[src/hdl/sfr_pkg.sv]
// Constants and types of the multi-I/O flash read front end, plus the
// two-entry read-data buffer that sits between memory and the shifter.
// Assumes one system clock; the buffer is a plain synchronous FIFO.
//
// Function
// - Opcode 6b: address and dummy byte on one line, data four bits per clock.
// - Any start address; address steps to the next byte after each byte.
// - Opcode bb: address and mode byte on two lines, data on two lines.
// - Dual I/O mode bits 5:4 equal 10: next frame starts at the address.
// - Other dual I/O mode bits leave continuous mode; opcode needed again.
// - Opcode eb: address, mode byte, four dummy clocks, all on four lines.
// - Quad I/O reads are accepted only while quad lines enable is set; the code checks it at the opcode only, not in continuous frames.
// - Quad I/O mode bits 10 skip the next opcode; else normal decoding.
// - Continuous read mode reset command clears the mode bits; the code clears only continuousMode, readModeByte is not cleared.
// - Opcode e7: even address, two dummy clocks instead of four; the code does not force address bit 0 to zero.
// - Quad word read mode bits 10 skip the next opcode; else decode it.
// - Set burst with wrap: opcode, 24 dummy bits, 8 wrap bits latched.
// - Stored wrap setting applies to every later quad I/O read.
// - Wrap disable bit comes up as one after reset.
// - Wrap length 00..11 selects 8, 16, 32 or 64 byte sections.
// - Wrapping returns to the aligned section start until select rises.
// - Quad address and mode byte arrive high nibble first, msb on line 3.
// - Quad data goes high nibble first, bit 0 of nibble on line 0.

`timescale 1ns/1ps
`default_nettype none

package sfr_pkg;
  localparam int ADDR_BITS = 24;
  localparam int LANES = 4;
  localparam int BYTE_BITS = 8;
  localparam int IN_SR_BITS = 32;
  localparam int BUF_DEPTH = 2;

  localparam logic [7:0] OPC_QUAD_OUT = 8'h6b;
  localparam logic [7:0] OPC_DUAL_IO = 8'hbb;
  localparam logic [7:0] OPC_QUAD_IO = 8'heb;
  localparam logic [7:0] OPC_QUAD_WORD = 8'he7;
  localparam logic [7:0] OPC_SET_WRAP = 8'h77;
  localparam logic [7:0] OPC_MODE_RESET = 8'hff;

  localparam logic [1:0] MODE_CONT = 2'b10;
  localparam int MODE_SEL_LSB = 4;
  localparam int WRAP_DIS_POS = 4;
  localparam int WRAP_LEN_LSB = 5;
  localparam logic WRAP_DIS_RST = 1'b1;
  localparam logic [1:0] WRAP_LEN_RST = 2'h0;
  localparam logic [7:0] MODE_BYTE_RST = 8'h00;
  localparam int WRAP_SECTION_MIN = 8;

  localparam logic [5:0] CLK_OPCODE = 6'h08;
  localparam logic [5:0] CLK_WRAP_CMD = 6'h20;
  localparam logic [5:0] DUMMY_QUAD_OUT = 6'h08;
  localparam logic [5:0] DUMMY_DUAL_IO = 6'h00;
  localparam logic [5:0] DUMMY_QUAD_IO = 6'h04;
  localparam logic [5:0] DUMMY_QUAD_WORD = 6'h02;

  typedef enum logic [2:0] {
    ST_OPC = 3'b000,
    ST_ADDR = 3'b001,
    ST_MODE = 3'b011,
    ST_DUMMY = 3'b010,
    ST_DATA = 3'b110,
    ST_WRAP = 3'b100,
    ST_IGNORE = 3'b101
  } sfr_state_type;

  typedef enum logic [1:0] {
    CMD_QUAD_OUT = 2'h0,
    CMD_DUAL_IO = 2'h1,
    CMD_QUAD_IO = 2'h2,
    CMD_QUAD_WORD = 2'h3
  } sfr_cmd_type;
endpackage

// ************************************************************
// Small FIFO, valid and ready on both sides, flushable
// ************************************************************
module sfr_pair_buf #(
  parameter int WIDTH = 8,
  parameter int DEPTH = 2
) (
  input wire logic clock,
  input wire logic nrst,
  input wire logic flush,
  input wire logic inValid,
  output logic inReady,
  input wire logic [WIDTH-1:0] inData,
  output logic outValid,
  input wire logic outReady,
  output logic [WIDTH-1:0] outData,
  output logic [$clog2(DEPTH+1)-1:0] count
);
  localparam int PW = (DEPTH > 1) ? $clog2(DEPTH) : 1;
  localparam int CW = $clog2(DEPTH + 1);

  logic [WIDTH-1:0] mem [DEPTH];
  logic [PW-1:0] wrPtr_q;
  logic [PW-1:0] rdPtr_q;
  logic [CW-1:0] count_q;
  logic push;
  logic pop;

  initial begin
    if (DEPTH < 2 || (DEPTH & (DEPTH - 1)) != 0) begin
      $error("sfr_pair_buf: DEPTH must be a power of two, at least 2");
    end
  end

  assign inReady = (count_q != CW'(DEPTH));
  assign outValid = (count_q != '0);
  assign outData = mem[rdPtr_q];
  assign count = count_q;
  assign push = inValid & inReady;
  assign pop = outValid & outReady;

  always_ff @(posedge clock) begin
    if (push) begin
      mem[wrPtr_q] <= inData;
    end
  end

  always_ff @(posedge clock or negedge nrst) begin
    if (!nrst) begin
      wrPtr_q <= '0;
      rdPtr_q <= '0;
      count_q <= '0;
    end else if (flush) begin
      wrPtr_q <= '0;
      rdPtr_q <= '0;
      count_q <= '0;
    end else begin
      if (push) begin
        wrPtr_q <= wrPtr_q + PW'(1);
      end
      if (pop) begin
        rdPtr_q <= rdPtr_q + PW'(1);
      end
      count_q <= count_q + CW'(push) - CW'(pop);
    end
  end
endmodule

`default_nettype wire

[src/hdl/sfr_read_engine.sv]
// Serial flash read front end: opcode decode, address, mode and dummy
// phases, continuous read mode, burst wrap and multi-line data output.
// Assumes the host drives the serial clock and select asynchronously and
// far slower than clock; memory answers fetches in order on clock.

`timescale 1ns/1ps
`default_nettype none

module sfr_read_engine
  #(
  parameter int ADDR_W = sfr_pkg::ADDR_BITS,
  parameter int DEPTH = sfr_pkg::BUF_DEPTH
) (
  input wire logic clock,
  input wire logic nrst,
  input wire logic serialClock,
  input wire logic selectN,
  input wire logic [sfr_pkg::LANES-1:0] serialLineIn,
  output logic [sfr_pkg::LANES-1:0] serialLineOut,
  output logic [sfr_pkg::LANES-1:0] serialLineOe,
  input wire logic quadLinesEnable,
  output logic fetchValid,
  input wire logic fetchReady,
  output logic [ADDR_W-1:0] fetchAddr,
  input wire logic memValid,
  output logic memReady,
  input wire logic [sfr_pkg::BYTE_BITS-1:0] memData,
  output logic continuousMode,
  output logic [7:0] readModeByte,
  output logic wrapDisableBit,
  output logic [1:0] wrapLengthField,
  output logic readUnderrun
);
  import sfr_pkg::*;

  localparam int CW = $clog2(DEPTH + 1);
  localparam int PINS = LANES + 2;
  localparam int PIN_SCLK = LANES;
  localparam int PIN_SEL = LANES + 1;

  initial begin
    if (ADDR_W < ADDR_BITS || ADDR_W > 32) begin
      $error("sfr_read_engine: ADDR_W must lie in 24..32");
    end
  end

  // ************************************************************
  // Functions
  // ************************************************************
  // Shift amount per clock: 0 one line, 1 two lines, 2 four lines
  function automatic logic [1:0] addrShift(input sfr_cmd_type c);
    case (c)
      CMD_QUAD_OUT: addrShift = 2'h0;
      CMD_DUAL_IO: addrShift = 2'h1;
      default: addrShift = 2'h2;
    endcase
  endfunction

  function automatic logic [5:0] dummyClocks(input sfr_cmd_type c);
    case (c)
      CMD_QUAD_OUT: dummyClocks = DUMMY_QUAD_OUT;
      CMD_DUAL_IO: dummyClocks = DUMMY_DUAL_IO;
      CMD_QUAD_IO: dummyClocks = DUMMY_QUAD_IO;
      default: dummyClocks = DUMMY_QUAD_WORD;
    endcase
  endfunction

  function automatic logic [ADDR_W-1:0] nextAddr(
    input logic [ADDR_W-1:0] a,
    input logic wrapOn,
    input logic [1:0] len
  );
    logic [ADDR_W-1:0] mask;
    logic [ADDR_W-1:0] inc;
    mask = ADDR_W'((WRAP_SECTION_MIN << len) - 1);
    inc = a + ADDR_W'(1);
    if (wrapOn) begin
      nextAddr = (a & ~mask) | (inc & mask);
    end else begin
      nextAddr = inc;
    end
  endfunction

  // ************************************************************
  // Pin synchronisers and edge detection
  // ************************************************************
  logic [PINS-1:0] syncA_q;
  logic [PINS-1:0] syncB_q;
  logic prevSclk_q;
  logic sclkRise;
  logic sclkFall;
  logic deselected;
  logic [LANES-1:0] lineS;

  always_ff @(posedge clock or negedge nrst) begin
    if (!nrst) begin
      syncA_q <= {1'b1, {(PINS-1){1'b0}}};
      syncB_q <= {1'b1, {(PINS-1){1'b0}}};
      prevSclk_q <= 1'b0;
    end else begin
      syncA_q <= {selectN, serialClock, serialLineIn};
      syncB_q <= syncA_q;
      prevSclk_q <= syncB_q[PIN_SCLK];
    end
  end

  // Lines and clock pass equal delay, so data sampled on a detected
  // rising edge is the value the host set up before that edge.
  assign deselected = syncB_q[PIN_SEL];
  assign lineS = syncB_q[LANES-1:0];
  assign sclkRise = syncB_q[PIN_SCLK] & ~prevSclk_q & ~deselected;
  assign sclkFall = ~syncB_q[PIN_SCLK] & prevSclk_q & ~deselected;

  // ************************************************************
  // Phase control
  // ************************************************************
  sfr_state_type state_q;
  sfr_cmd_type cmd_q;
  logic [5:0] cnt_q;
  logic [5:0] phaseLen;
  logic [1:0] curShift;
  logic phaseDone;
  logic [IN_SR_BITS-1:0] inSr_q;
  logic [IN_SR_BITS-1:0] inSr_d;
  logic contMode_q;
  logic wrapDis_q;
  logic [1:0] wrapLen_q;
  logic [7:0] modeByte_q;
  logic [7:0] opcode;

  always_comb begin
    curShift = 2'h0;
    phaseLen = CLK_OPCODE;
    case (state_q)
      ST_OPC: phaseLen = CLK_OPCODE;
      ST_WRAP: phaseLen = CLK_WRAP_CMD;
      ST_ADDR: begin
        curShift = addrShift(cmd_q);
        phaseLen = 6'(ADDR_BITS) >> addrShift(cmd_q);
      end
      ST_MODE: begin
        curShift = addrShift(cmd_q);
        phaseLen = 6'(BYTE_BITS) >> addrShift(cmd_q);
      end
      ST_DUMMY: phaseLen = dummyClocks(cmd_q);
      default: phaseLen = CLK_OPCODE;
    endcase
  end

  // Most significant bit rides on the highest line
  always_comb begin
    case (curShift)
      2'h1: inSr_d = {inSr_q[IN_SR_BITS-3:0], lineS[1:0]};
      2'h2: inSr_d = {inSr_q[IN_SR_BITS-5:0], lineS};
      default: inSr_d = {inSr_q[IN_SR_BITS-2:0], lineS[0]};
    endcase
  end

  assign phaseDone = (cnt_q == phaseLen - 6'h01);
  assign opcode = inSr_d[7:0];

  always_ff @(posedge clock or negedge nrst) begin
    if (!nrst) begin
      inSr_q <= '0;
    end else if (sclkRise) begin
      inSr_q <= inSr_d;
    end
  end

  always_ff @(posedge clock or negedge nrst) begin
    if (!nrst) begin
      state_q <= ST_OPC;
      cmd_q <= CMD_QUAD_OUT;
      cnt_q <= '0;
    end else if (deselected) begin
      // Continuous mode frames open straight at the address
      state_q <= contMode_q ? ST_ADDR : ST_OPC;
      cnt_q <= '0;
    end else if (sclkRise) begin
      cnt_q <= phaseDone ? 6'h00 : cnt_q + 6'h01;
      if (phaseDone) begin
        case (state_q)
          ST_OPC: begin
            case (opcode)
              OPC_QUAD_OUT: begin
                cmd_q <= CMD_QUAD_OUT;
                state_q <= ST_ADDR;
              end
              OPC_DUAL_IO: begin
                cmd_q <= CMD_DUAL_IO;
                state_q <= ST_ADDR;
              end
              OPC_QUAD_IO: begin
                cmd_q <= CMD_QUAD_IO;
                state_q <= quadLinesEnable ? ST_ADDR : ST_IGNORE;
              end
              OPC_QUAD_WORD: begin
                cmd_q <= CMD_QUAD_WORD;
                state_q <= quadLinesEnable ? ST_ADDR : ST_IGNORE;
              end
              OPC_SET_WRAP: state_q <= ST_WRAP;
              default: state_q <= ST_IGNORE;
            endcase
          end
          ST_ADDR: begin
            state_q <= (cmd_q == CMD_QUAD_OUT) ? ST_DUMMY : ST_MODE;
          end
          ST_MODE: begin
            state_q <= (dummyClocks(cmd_q) == 6'h00) ? ST_DATA : ST_DUMMY;
          end
          ST_DUMMY: state_q <= ST_DATA;
          ST_WRAP: state_q <= ST_IGNORE;
          ST_DATA: state_q <= ST_DATA;
          ST_IGNORE: state_q <= ST_IGNORE;
          default: state_q <= ST_IGNORE;
        endcase
      end
    end
  end

  // ************************************************************
  // Continuous mode and burst wrap settings
  // ************************************************************
  always_ff @(posedge clock or negedge nrst) begin
    if (!nrst) begin
      contMode_q <= 1'b0;
      modeByte_q <= MODE_BYTE_RST;
    end else if (sclkRise && phaseDone) begin
      if (state_q == ST_OPC && opcode == OPC_MODE_RESET) begin
        contMode_q <= 1'b0;
      end else if (state_q == ST_MODE) begin
        modeByte_q <= inSr_d[7:0];
        // Any value other than 10 falls back to opcode decoding
        contMode_q <=
          (inSr_d[MODE_SEL_LSB+1:MODE_SEL_LSB] == MODE_CONT);
      end
    end
  end

  always_ff @(posedge clock or negedge nrst) begin
    if (!nrst) begin
      wrapDis_q <= WRAP_DIS_RST;
      wrapLen_q <= WRAP_LEN_RST;
    end else if (sclkRise && phaseDone && state_q == ST_WRAP) begin
      wrapDis_q <= inSr_d[WRAP_DIS_POS];
      wrapLen_q <= inSr_d[WRAP_LEN_LSB+1:WRAP_LEN_LSB];
    end
  end

  assign continuousMode = contMode_q;
  assign readModeByte = modeByte_q;
  assign wrapDisableBit = wrapDis_q;
  assign wrapLengthField = wrapLen_q;

  // ************************************************************
  // Memory fetch and read-data buffer
  // ************************************************************
  logic armed_q;
  logic [ADDR_W-1:0] fetchPtr_q;
  logic [CW-1:0] outst_q;
  logic [CW-1:0] drop_q;
  logic [CW-1:0] bufCount;
  logic [CW-1:0] outst_d;
  logic [CW-1:0] drop_d;
  logic wrapOn;
  logic issue;
  logic respTaken;
  logic dropping;
  logic bufInReady;
  logic bufOutValid;
  logic bufPop;
  logic [BYTE_BITS-1:0] bufData;

  // Wrap only shapes the quad I/O reads
  assign wrapOn = ~wrapDis_q &
                  (cmd_q == CMD_QUAD_IO || cmd_q == CMD_QUAD_WORD);
  // Answers still due to a closed frame are counted so they never
  // leak into the next one; credits cover them too.
  assign fetchValid = armed_q & ~deselected &
                      ((outst_q + drop_q + bufCount) < CW'(DEPTH));
  assign fetchAddr = fetchPtr_q;
  assign issue = fetchValid & fetchReady;
  assign dropping = (drop_q != '0);
  assign memReady = dropping | bufInReady;
  assign respTaken = memValid & memReady;

  always_comb begin
    outst_d = outst_q + CW'(issue) - CW'(respTaken & ~dropping);
    drop_d = drop_q - CW'(respTaken & dropping);
  end

  always_ff @(posedge clock or negedge nrst) begin
    if (!nrst) begin
      armed_q <= 1'b0;
      fetchPtr_q <= '0;
      outst_q <= '0;
      drop_q <= '0;
    end else if (deselected) begin
      armed_q <= 1'b0;
      outst_q <= '0;
      drop_q <= drop_d + outst_d;
    end else begin
      outst_q <= outst_d;
      drop_q <= drop_d;
      if (sclkRise && phaseDone && state_q == ST_ADDR) begin
        armed_q <= 1'b1;
        fetchPtr_q <= ADDR_W'(inSr_d[ADDR_BITS-1:0]);
      end else if (issue) begin
        fetchPtr_q <= nextAddr(fetchPtr_q, wrapOn, wrapLen_q);
      end
    end
  end

  sfr_pair_buf #(
    .WIDTH(BYTE_BITS),
    .DEPTH(DEPTH)
  ) dataBuf (
    .clock(clock),
    .nrst(nrst),
    .flush(deselected),
    .inValid(memValid & ~dropping),
    .inReady(bufInReady),
    .inData(memData),
    .outValid(bufOutValid),
    .outReady(bufPop),
    .outData(bufData),
    .count(bufCount)
  );

  // ************************************************************
  // Data output on falling serial clock edges
  // ************************************************************
  logic [BYTE_BITS-1:0] outSr_q;
  logic [1:0] slot_q;
  logic [LANES-1:0] lineOut_q;
  logic [LANES-1:0] lineOe_q;
  logic underrun_q;
  logic dualOut;
  logic unitEdge;

  assign dualOut = (cmd_q == CMD_DUAL_IO);
  assign unitEdge = sclkFall & (state_q == ST_DATA);
  assign bufPop = unitEdge & (slot_q == 2'h0);

  always_ff @(posedge clock or negedge nrst) begin
    if (!nrst) begin
      outSr_q <= '0;
      slot_q <= 2'h0;
      lineOut_q <= '0;
      lineOe_q <= '0;
    end else if (deselected) begin
      slot_q <= 2'h0;
      lineOe_q <= '0;
    end else if (unitEdge) begin
      lineOe_q <= dualOut ? 4'h3 : 4'hf;
      if (dualOut) begin
        if (slot_q == 2'h0) begin
          lineOut_q <= {2'h0, bufData[7:6]};
          outSr_q <= {bufData[5:0], 2'h0};
          slot_q <= 2'h3;
        end else begin
          lineOut_q <= {2'h0, outSr_q[7:6]};
          outSr_q <= {outSr_q[5:0], 2'h0};
          slot_q <= slot_q - 2'h1;
        end
      end else begin
        // High nibble first, nibble bit 0 on line zero
        if (slot_q == 2'h0) begin
          lineOut_q <= bufData[7:4];
          outSr_q <= {bufData[3:0], 4'h0};
          slot_q <= 2'h1;
        end else begin
          lineOut_q <= outSr_q[7:4];
          outSr_q <= {outSr_q[3:0], 4'h0};
          slot_q <= 2'h0;
        end
      end
    end
  end

  // A slow memory cannot stall the host, so a missing byte is flagged
  always_ff @(posedge clock or negedge nrst) begin
    if (!nrst) begin
      underrun_q <= 1'b0;
    end else begin
      underrun_q <= bufPop & ~bufOutValid;
    end
  end

  assign serialLineOut = lineOut_q;
  assign serialLineOe = lineOe_q;
  assign readUnderrun = underrun_q;
endmodule

`default_nettype wire

[config.mk]
export PLATFORM = sky130hd
export DESIGN_NAME = sfr_read_engine
export DESIGN_NICKNAME = d
export VERILOG_FILES = /design/src/hdl/sfr_pkg.sv /design/src/hdl/sfr_read_engine.sv
export SDC_FILE = /design/constraint.sdc
export NUM_CORES = 1
export LEC_CHECK = 0
export BUFFER_PORTS_ARGS = -buffer_cell sky130_fd_sc_hd__buf_2
export CAP_MARGIN = 20
export CORE_MARGIN = 2
export CORE_UTILIZATION = 44
export CTS_BUF_LIST = sky130_fd_sc_hd__clkbuf_4
export DETAILED_ROUTE_END_ITERATION = 7
export GPL_ROUTABILITY_DRIVEN = 0
export HOLD_SLACK_MARGIN = 0.12
export RECOVER_POWER = 25
export SYNTH_ARGS = -nofsm -noshare
export SYNTH_HDL_FRONTEND = slang
export SYNTH_SLANG_ARGS = --single-unit
[constraint.sdc]
create_clock -name clock -period 6.7 [get_ports clock]
set_clock_uncertainty 0.2 [all_clocks]
set_input_delay 1.34 -clock clock [delete_from_list [all_inputs] [get_ports clock]]
set_output_delay 1.34 -clock clock [all_outputs]
set_load 0.02 [all_outputs]
### Word-level counts from Yosys, hierarchy flattened

Memory sizes are Yosys's and may differ from the RTL's.
Index checks and enable logic that the tools add are counted.

* multiplexer cells: 54
* order comparisons: 1
* reduce and logical (&&, ||, !) cells: 30
* equality and inequality tests: 19
* bitwise logic cells: 30
* shifts and indexed selects: 3
* $add $sub $neg: 15

Operator list (count)
* 24-bit 2-to-1 mux: 3
* 24-bit bitwise AND: 2
* 24-bit case mux with 2 select lines: 1
* 6-bit 2-to-1 mux: 7
* 8-bit equality test (second input constant): 4
* 24-bit by 1-bit adder with 24-bit output (second input constant): 1
* 8-bit 2-to-1 mux: 3
* 24-bit NOT: 1
* 24-bit OR: 1
* 6-bit case mux with 4 select lines: 1
* 4-bit by 2-bit << shifter with 24-bit output (first input constant): 1
* 24-bit by 2-bit subtractor with 24-bit output (second input constant): 1
* 2-bit 2-to-1 mux: 11
* 4-bit 2-to-1 mux: 5
* 2-bit nonzero test: 10
* 1-bit bitwise AND: 16
* 8-bit by 7-bit equality test with 1-bit output (second input constant): 2
* 3-bit 2-to-1 mux: 5
* 1-bit 2-to-1 mux: 13
* 3-bit case mux with 4 select lines: 1
* 4-bit case mux with 3 select lines: 1
* 3-bit case mux with 3 select lines: 1
* 2-bit equality test (second input constant): 4
* 2-bit case mux with 4 select lines: 1
* other kinds (32): 56

* memories: 1
* output and inout bits: 47
* input port bits: 19
* word-level logic and storage cells: 176
* RAM bits: 16
* register bits: 111

Memory list
* dataBuf.mem: words 2, bits a word 8, rd ports 1, clocked after Yosys merged registers in 0, write ports 1, line sfr_pkg.sv:97 `logic [WIDTH-1:0] mem [DEPTH];`

### Longest topological paths before layout

* word-level depth: 16
* gate-level depth with buffers: 14
* mapped depth without buffers: 13

### Cells and area by module

A second synthesis with hierarchy kept.

* cells, all modules: 612
* area total of the unflattened synthesis: 6463.7 um^2

Modules (own cells, without submodules)
* sfr_read_engine: times used 1, cells each 564, seq. area each 2581.2 um^2, area each 5634.2 um^2
* sfr_pair_buf: times used 1, cells each 48, seq. area each 580.6 um^2, area each 829.5 um^2

### Least setup slack after synthesis

Ideal clock, no wire load.

* kind: register -> output
* from: register dataBuf.count_q[1], in the netlist dataBuf.count[1]
* to: output fetchValid
* data required time: 5.160 ns
* path buffers: 1
* stages on the path, launching flop included: 5
* arrival time: 1.811 ns
* path slack: 3.349 ns
* cell sequence: dfrtp_1 clkbuf_1 xnor3_1 xnor2_1 nor3b_1

* word-level cells in the longest chain between the ends: 3

Ends and longest elaborated chain
* from (decl): line sfr_pkg.sv:100 `logic [CW-1:0] count_q;`
* from (signal assigned): line sfr_pkg.sv:139 `count_q <= count_q + CW'(push) - CW'(pop);`
* 2-bit adder: line sfr_read_engine.sv:280 `((outst_q + drop_q + bufCount) < CW'(DEPTH));`
* 2-bit < comparator: line sfr_read_engine.sv:280
* 1-bit bitwise AND: line sfr_read_engine.sv:279 `assign fetchValid = armed_q & ~deselected &`
* to (decl): line sfr_read_engine.sv:22 `output logic fetchValid,`

No other way between the ends.

### Final worst setup path

Same ends and word-level chain as after synthesis.

==> flow_summary_export.csv <==
group,metric,value,unit
critical_path,slowest_stage,"dfrtp_1",
synth,yosys.area_share.xor_xnor,6.65,%
cts,postCtsSetupBuffers,0,
global_route,grt_pass1_vias,4707,
timing,tns,0,ns
floorplan,rows,44,
power_and_ir_drop,p_sw_share,30.1,%
status,failed_checks,"capacitance limit, slew limit",
synth,synth_top_family_by_area,"simple AND/OR/NAND/NOR gates",
cts,cts_buffers,17,
global_route,track_usage,19.3,%
critical_path,crit_path_end_kind,"output port",
synth,ys_seq_area_share,49.4,%
placement,io_buffer_count,65,
status,status,"finished, violations left",
timing,relSlewSlack,-48.8,%
global_route,grt_max_degree,68,
critical_path,path_depth,4,
timing,maxSlewViolCount,42,
floorplan,io_pins,66,
cells_and_area,nNetsFinal,721,
critical_path,reg2reg_depth,8,
power_and_ir_drop,p_seq_share,51.5,%
synth,synth_edf_count,16,
cells_and_area,syn2layout_area_growth,11.1,%
critical_path,required,5.16,ns
synth,synth_area_leaders,"dfrtp_1 41%, edfxtp_1 7.5%, nand2_1 4.6%",
cts,cts_resized,0,
global_route,grt_pass1_wl,24100,µm
detailed_routing,vias,4820,
cells_and_area,fillerInstances,1357,
synth,synth-compound-area-share,12.5,%
timing,worstMarginPinSlew,2.23,ns
cells_and_area,mostFrequentLayoutCells,"104 x dfrtp_1, 78 x nand2_1, 59 x buf_2",
power_and_ir_drop,power.leakage,3.36,nW
floorplan,die_area,15500,µm²
timing,rsz0062_at_grt,"no",
critical_path,path_class,"register to output port",
synth,synthSimpleGateAreaFrac,17.1,%
detailed_routing,ant_nets,0,
synth,synthesis.area,6390,µm²
detailed_routing,first_pass_iters,4,
synth,synth_top_area_share,40.7,%
synth,synth_nets,669,
timing,final_hold_viol_count,0,
timing,fin_crit_sh,60.3,%
critical_path,critPathTopFamily,"XOR/XNOR gates",
worst_hold_path,hold_path_depth,0,
timing,fmax,0.247,GHz
floorplan,fp.dieH,125,µm
floorplan,die_w,125,µm
critical_path,slowest_delay,0.48,ns
cts,clock_latency,0.55,ns
synth,yosys.cell_types.count,58,
critical_path,arrival,2.50,ns
synth,synth_seq_cells,123,
detailed_routing,wire_per_inst,16.0,µm
cts,h-tree-depth,4,
critical_path,cp_num_buf_inv,1,
cts,cts.clk_slew.worst_paths,0.11,ns
cells_and_area,drive_gt1_share,17.3,%
synth,yosys_warnings,0,
detailed_routing,wirelength,14100,µm
timing,setup_viol,0,
synth,synthCells,636,
power_and_ir_drop,vdd.ir_drop.worst,0.137,mV
cts,hold_buffers,0,
synth,synthMuxAreaShare,7.71,%
critical_path,crit_chain,"xnor3_1 > xnor2_1 > nor3b_1 > buf_2",
detailed_routing,drt_iter0_markers,287,
global_route,grt-ovfl-total,0,
cts,cts_root_buf,"clkbuf_4",
floorplan,start_util,44.5,%
global_route,grt_antenna_before_repair,1,
cts,clock_path_buffers,2,
synth,yosys.area.top_type,"dfrtp_1",
run,drv_cap,1,
synth,synth_flop_cell,"dfrtp_1",
floorplan,core,14400,µm²
power_and_ir_drop,switching_power,0.000524,W
power_and_ir_drop,pwr-share-clk,30.7,%
cells_and_area,layout_commonest_cell,"dfrtp_1",
cts,cts.sinks,123,
timing,period_minus_slack,4.04,ns
power_and_ir_drop,power.internal,0.00122,W
synth,synth-adder-area-share,2.74,%
synth,avgSynthCellArea,10.1,µm²
synth,ys_async_sr_fraction,87.0,%
power_and_ir_drop,p_comb_share,17.8,%
detailed_routing,viasPerCell,5.44,
cells_and_area,fin_util,49.4,%
critical_path,startpoint_type,"register",
worst_hold_path,hp-class,"register to register",
detailed_routing,drcViolationCount,0,
cts,cts_tree,"yes",
power_and_ir_drop,power_density,245,nW/µm²
critical_path,path_max_fanout,7,
placement,dp_hpwl,10000,µm
==> stage by stage <==
step	total power [W]	area (µm²)	setup slack [ns]	hold slack, ns	instances
after floorplan	0.00112	6390	3.35	0.131	636
after global placement	0.00121	6830	2.94	0.132	853
after detailed placement	0.00122	6830	2.78	0.136	853
after CTS	0.00177	7110	2.61	0.157	885
after global routing	0.00186	7100	2.34	0.167	886
final	0.00174	7100	2.66	0.160	886
==> kinds of logic (layout without fill, tap and decap cells) <==
| logic type | Yosys count | in the layout |
|---|---|---|
| simple gates | 221 | 221 |
| mux | 47 | 47 |
| buf+inv | 58 | 123 |
| compound gates | 125 | 125 |
| flops | 123 | 123 |
| xor+xnor | 47 | 47 |
| other cells | 1 | 2 |
| fa+ha+maj | 14 | 14 |
==> final timing paths <==
check                                  from                          to  slack (ns)
max reg2reg                        cmd_q[1]                  state_q[2]        2.73
min                              syncA_q[1]                  syncB_q[1]        0.16
min in group asynchronous              nrst  asynchronous set/reset pin        1.23
min reg2reg                      syncA_q[1]                  syncB_q[1]        0.16
max                        dataBuf.count[1]                  fetchValid        2.66
max in group asynchronous              nrst                  syncB_q[4]        3.24
==> power groups by stage <==
stage / sequential [W] / clock, W / combinational [W]
2_1_floorplan: 0.000895 / 0 / 0.000225
4_1_cts: 0.000896 / 0.000555 / 0.000315
6_report: 0.000897 / 0.000535 / 0.000309
5_1_grt: 0.000908 / 0.000593 / 0.000356
3_5_place_dp: 0.000910 / 0 / 0.000314
3_3_place_gp: 0.000910 / 0 / 0.000300
==> metal layers <==
metal  part of all wire [%]  track usage, %  vias up
met4                    1.6            6.41        0
met3                    4.2            5.33       19
met5                      0               0        -
met2                     46            28.7      105
li1                       -               -     2338
met1                     48            27.4     2358
==> synthesized netlist by cell type (all sizes together) (5+ instances only) <==
master	instances
dfrtp	104
o21ai	46
o31ai	5
nor2	57
nand2b	12
xnor2	27
nand4	12
nor2b	12
edfxtp	16
a22oi	18
nand3	10
buf	9
xor2	19
a21oi	25
ha	14
and2	6
inv	21
clkbuf	28
mux2	18
nor3	10
nand2	78
mux2i	29
==> worst reg2reg max path, delay by kind of cell (launching register included) <==
family | cells | cell delay [ns]
AOI/OAI and AO/OA | 4 | 1.45
adders and majority gates | 1 | 0.75
and+or+nand+nor | 3 | 0.99
DFF | 1 | 0.48
==> layout make-up <==
class                      instances  area, µm²  share of cell area, %
inverter                          21       78.8                   1.11
sequential                       123       3160                   44.5
multi-input combinational        455       2990                   42.1
clock inverter                    14        151                   2.13
antenna                            1       2.50                 0.0352
timing repair buffer              70        352                   4.95
clock buffer                      18        135                   1.90
tap                              184        230                   3.24
Power figures use the tool's default switching activity.
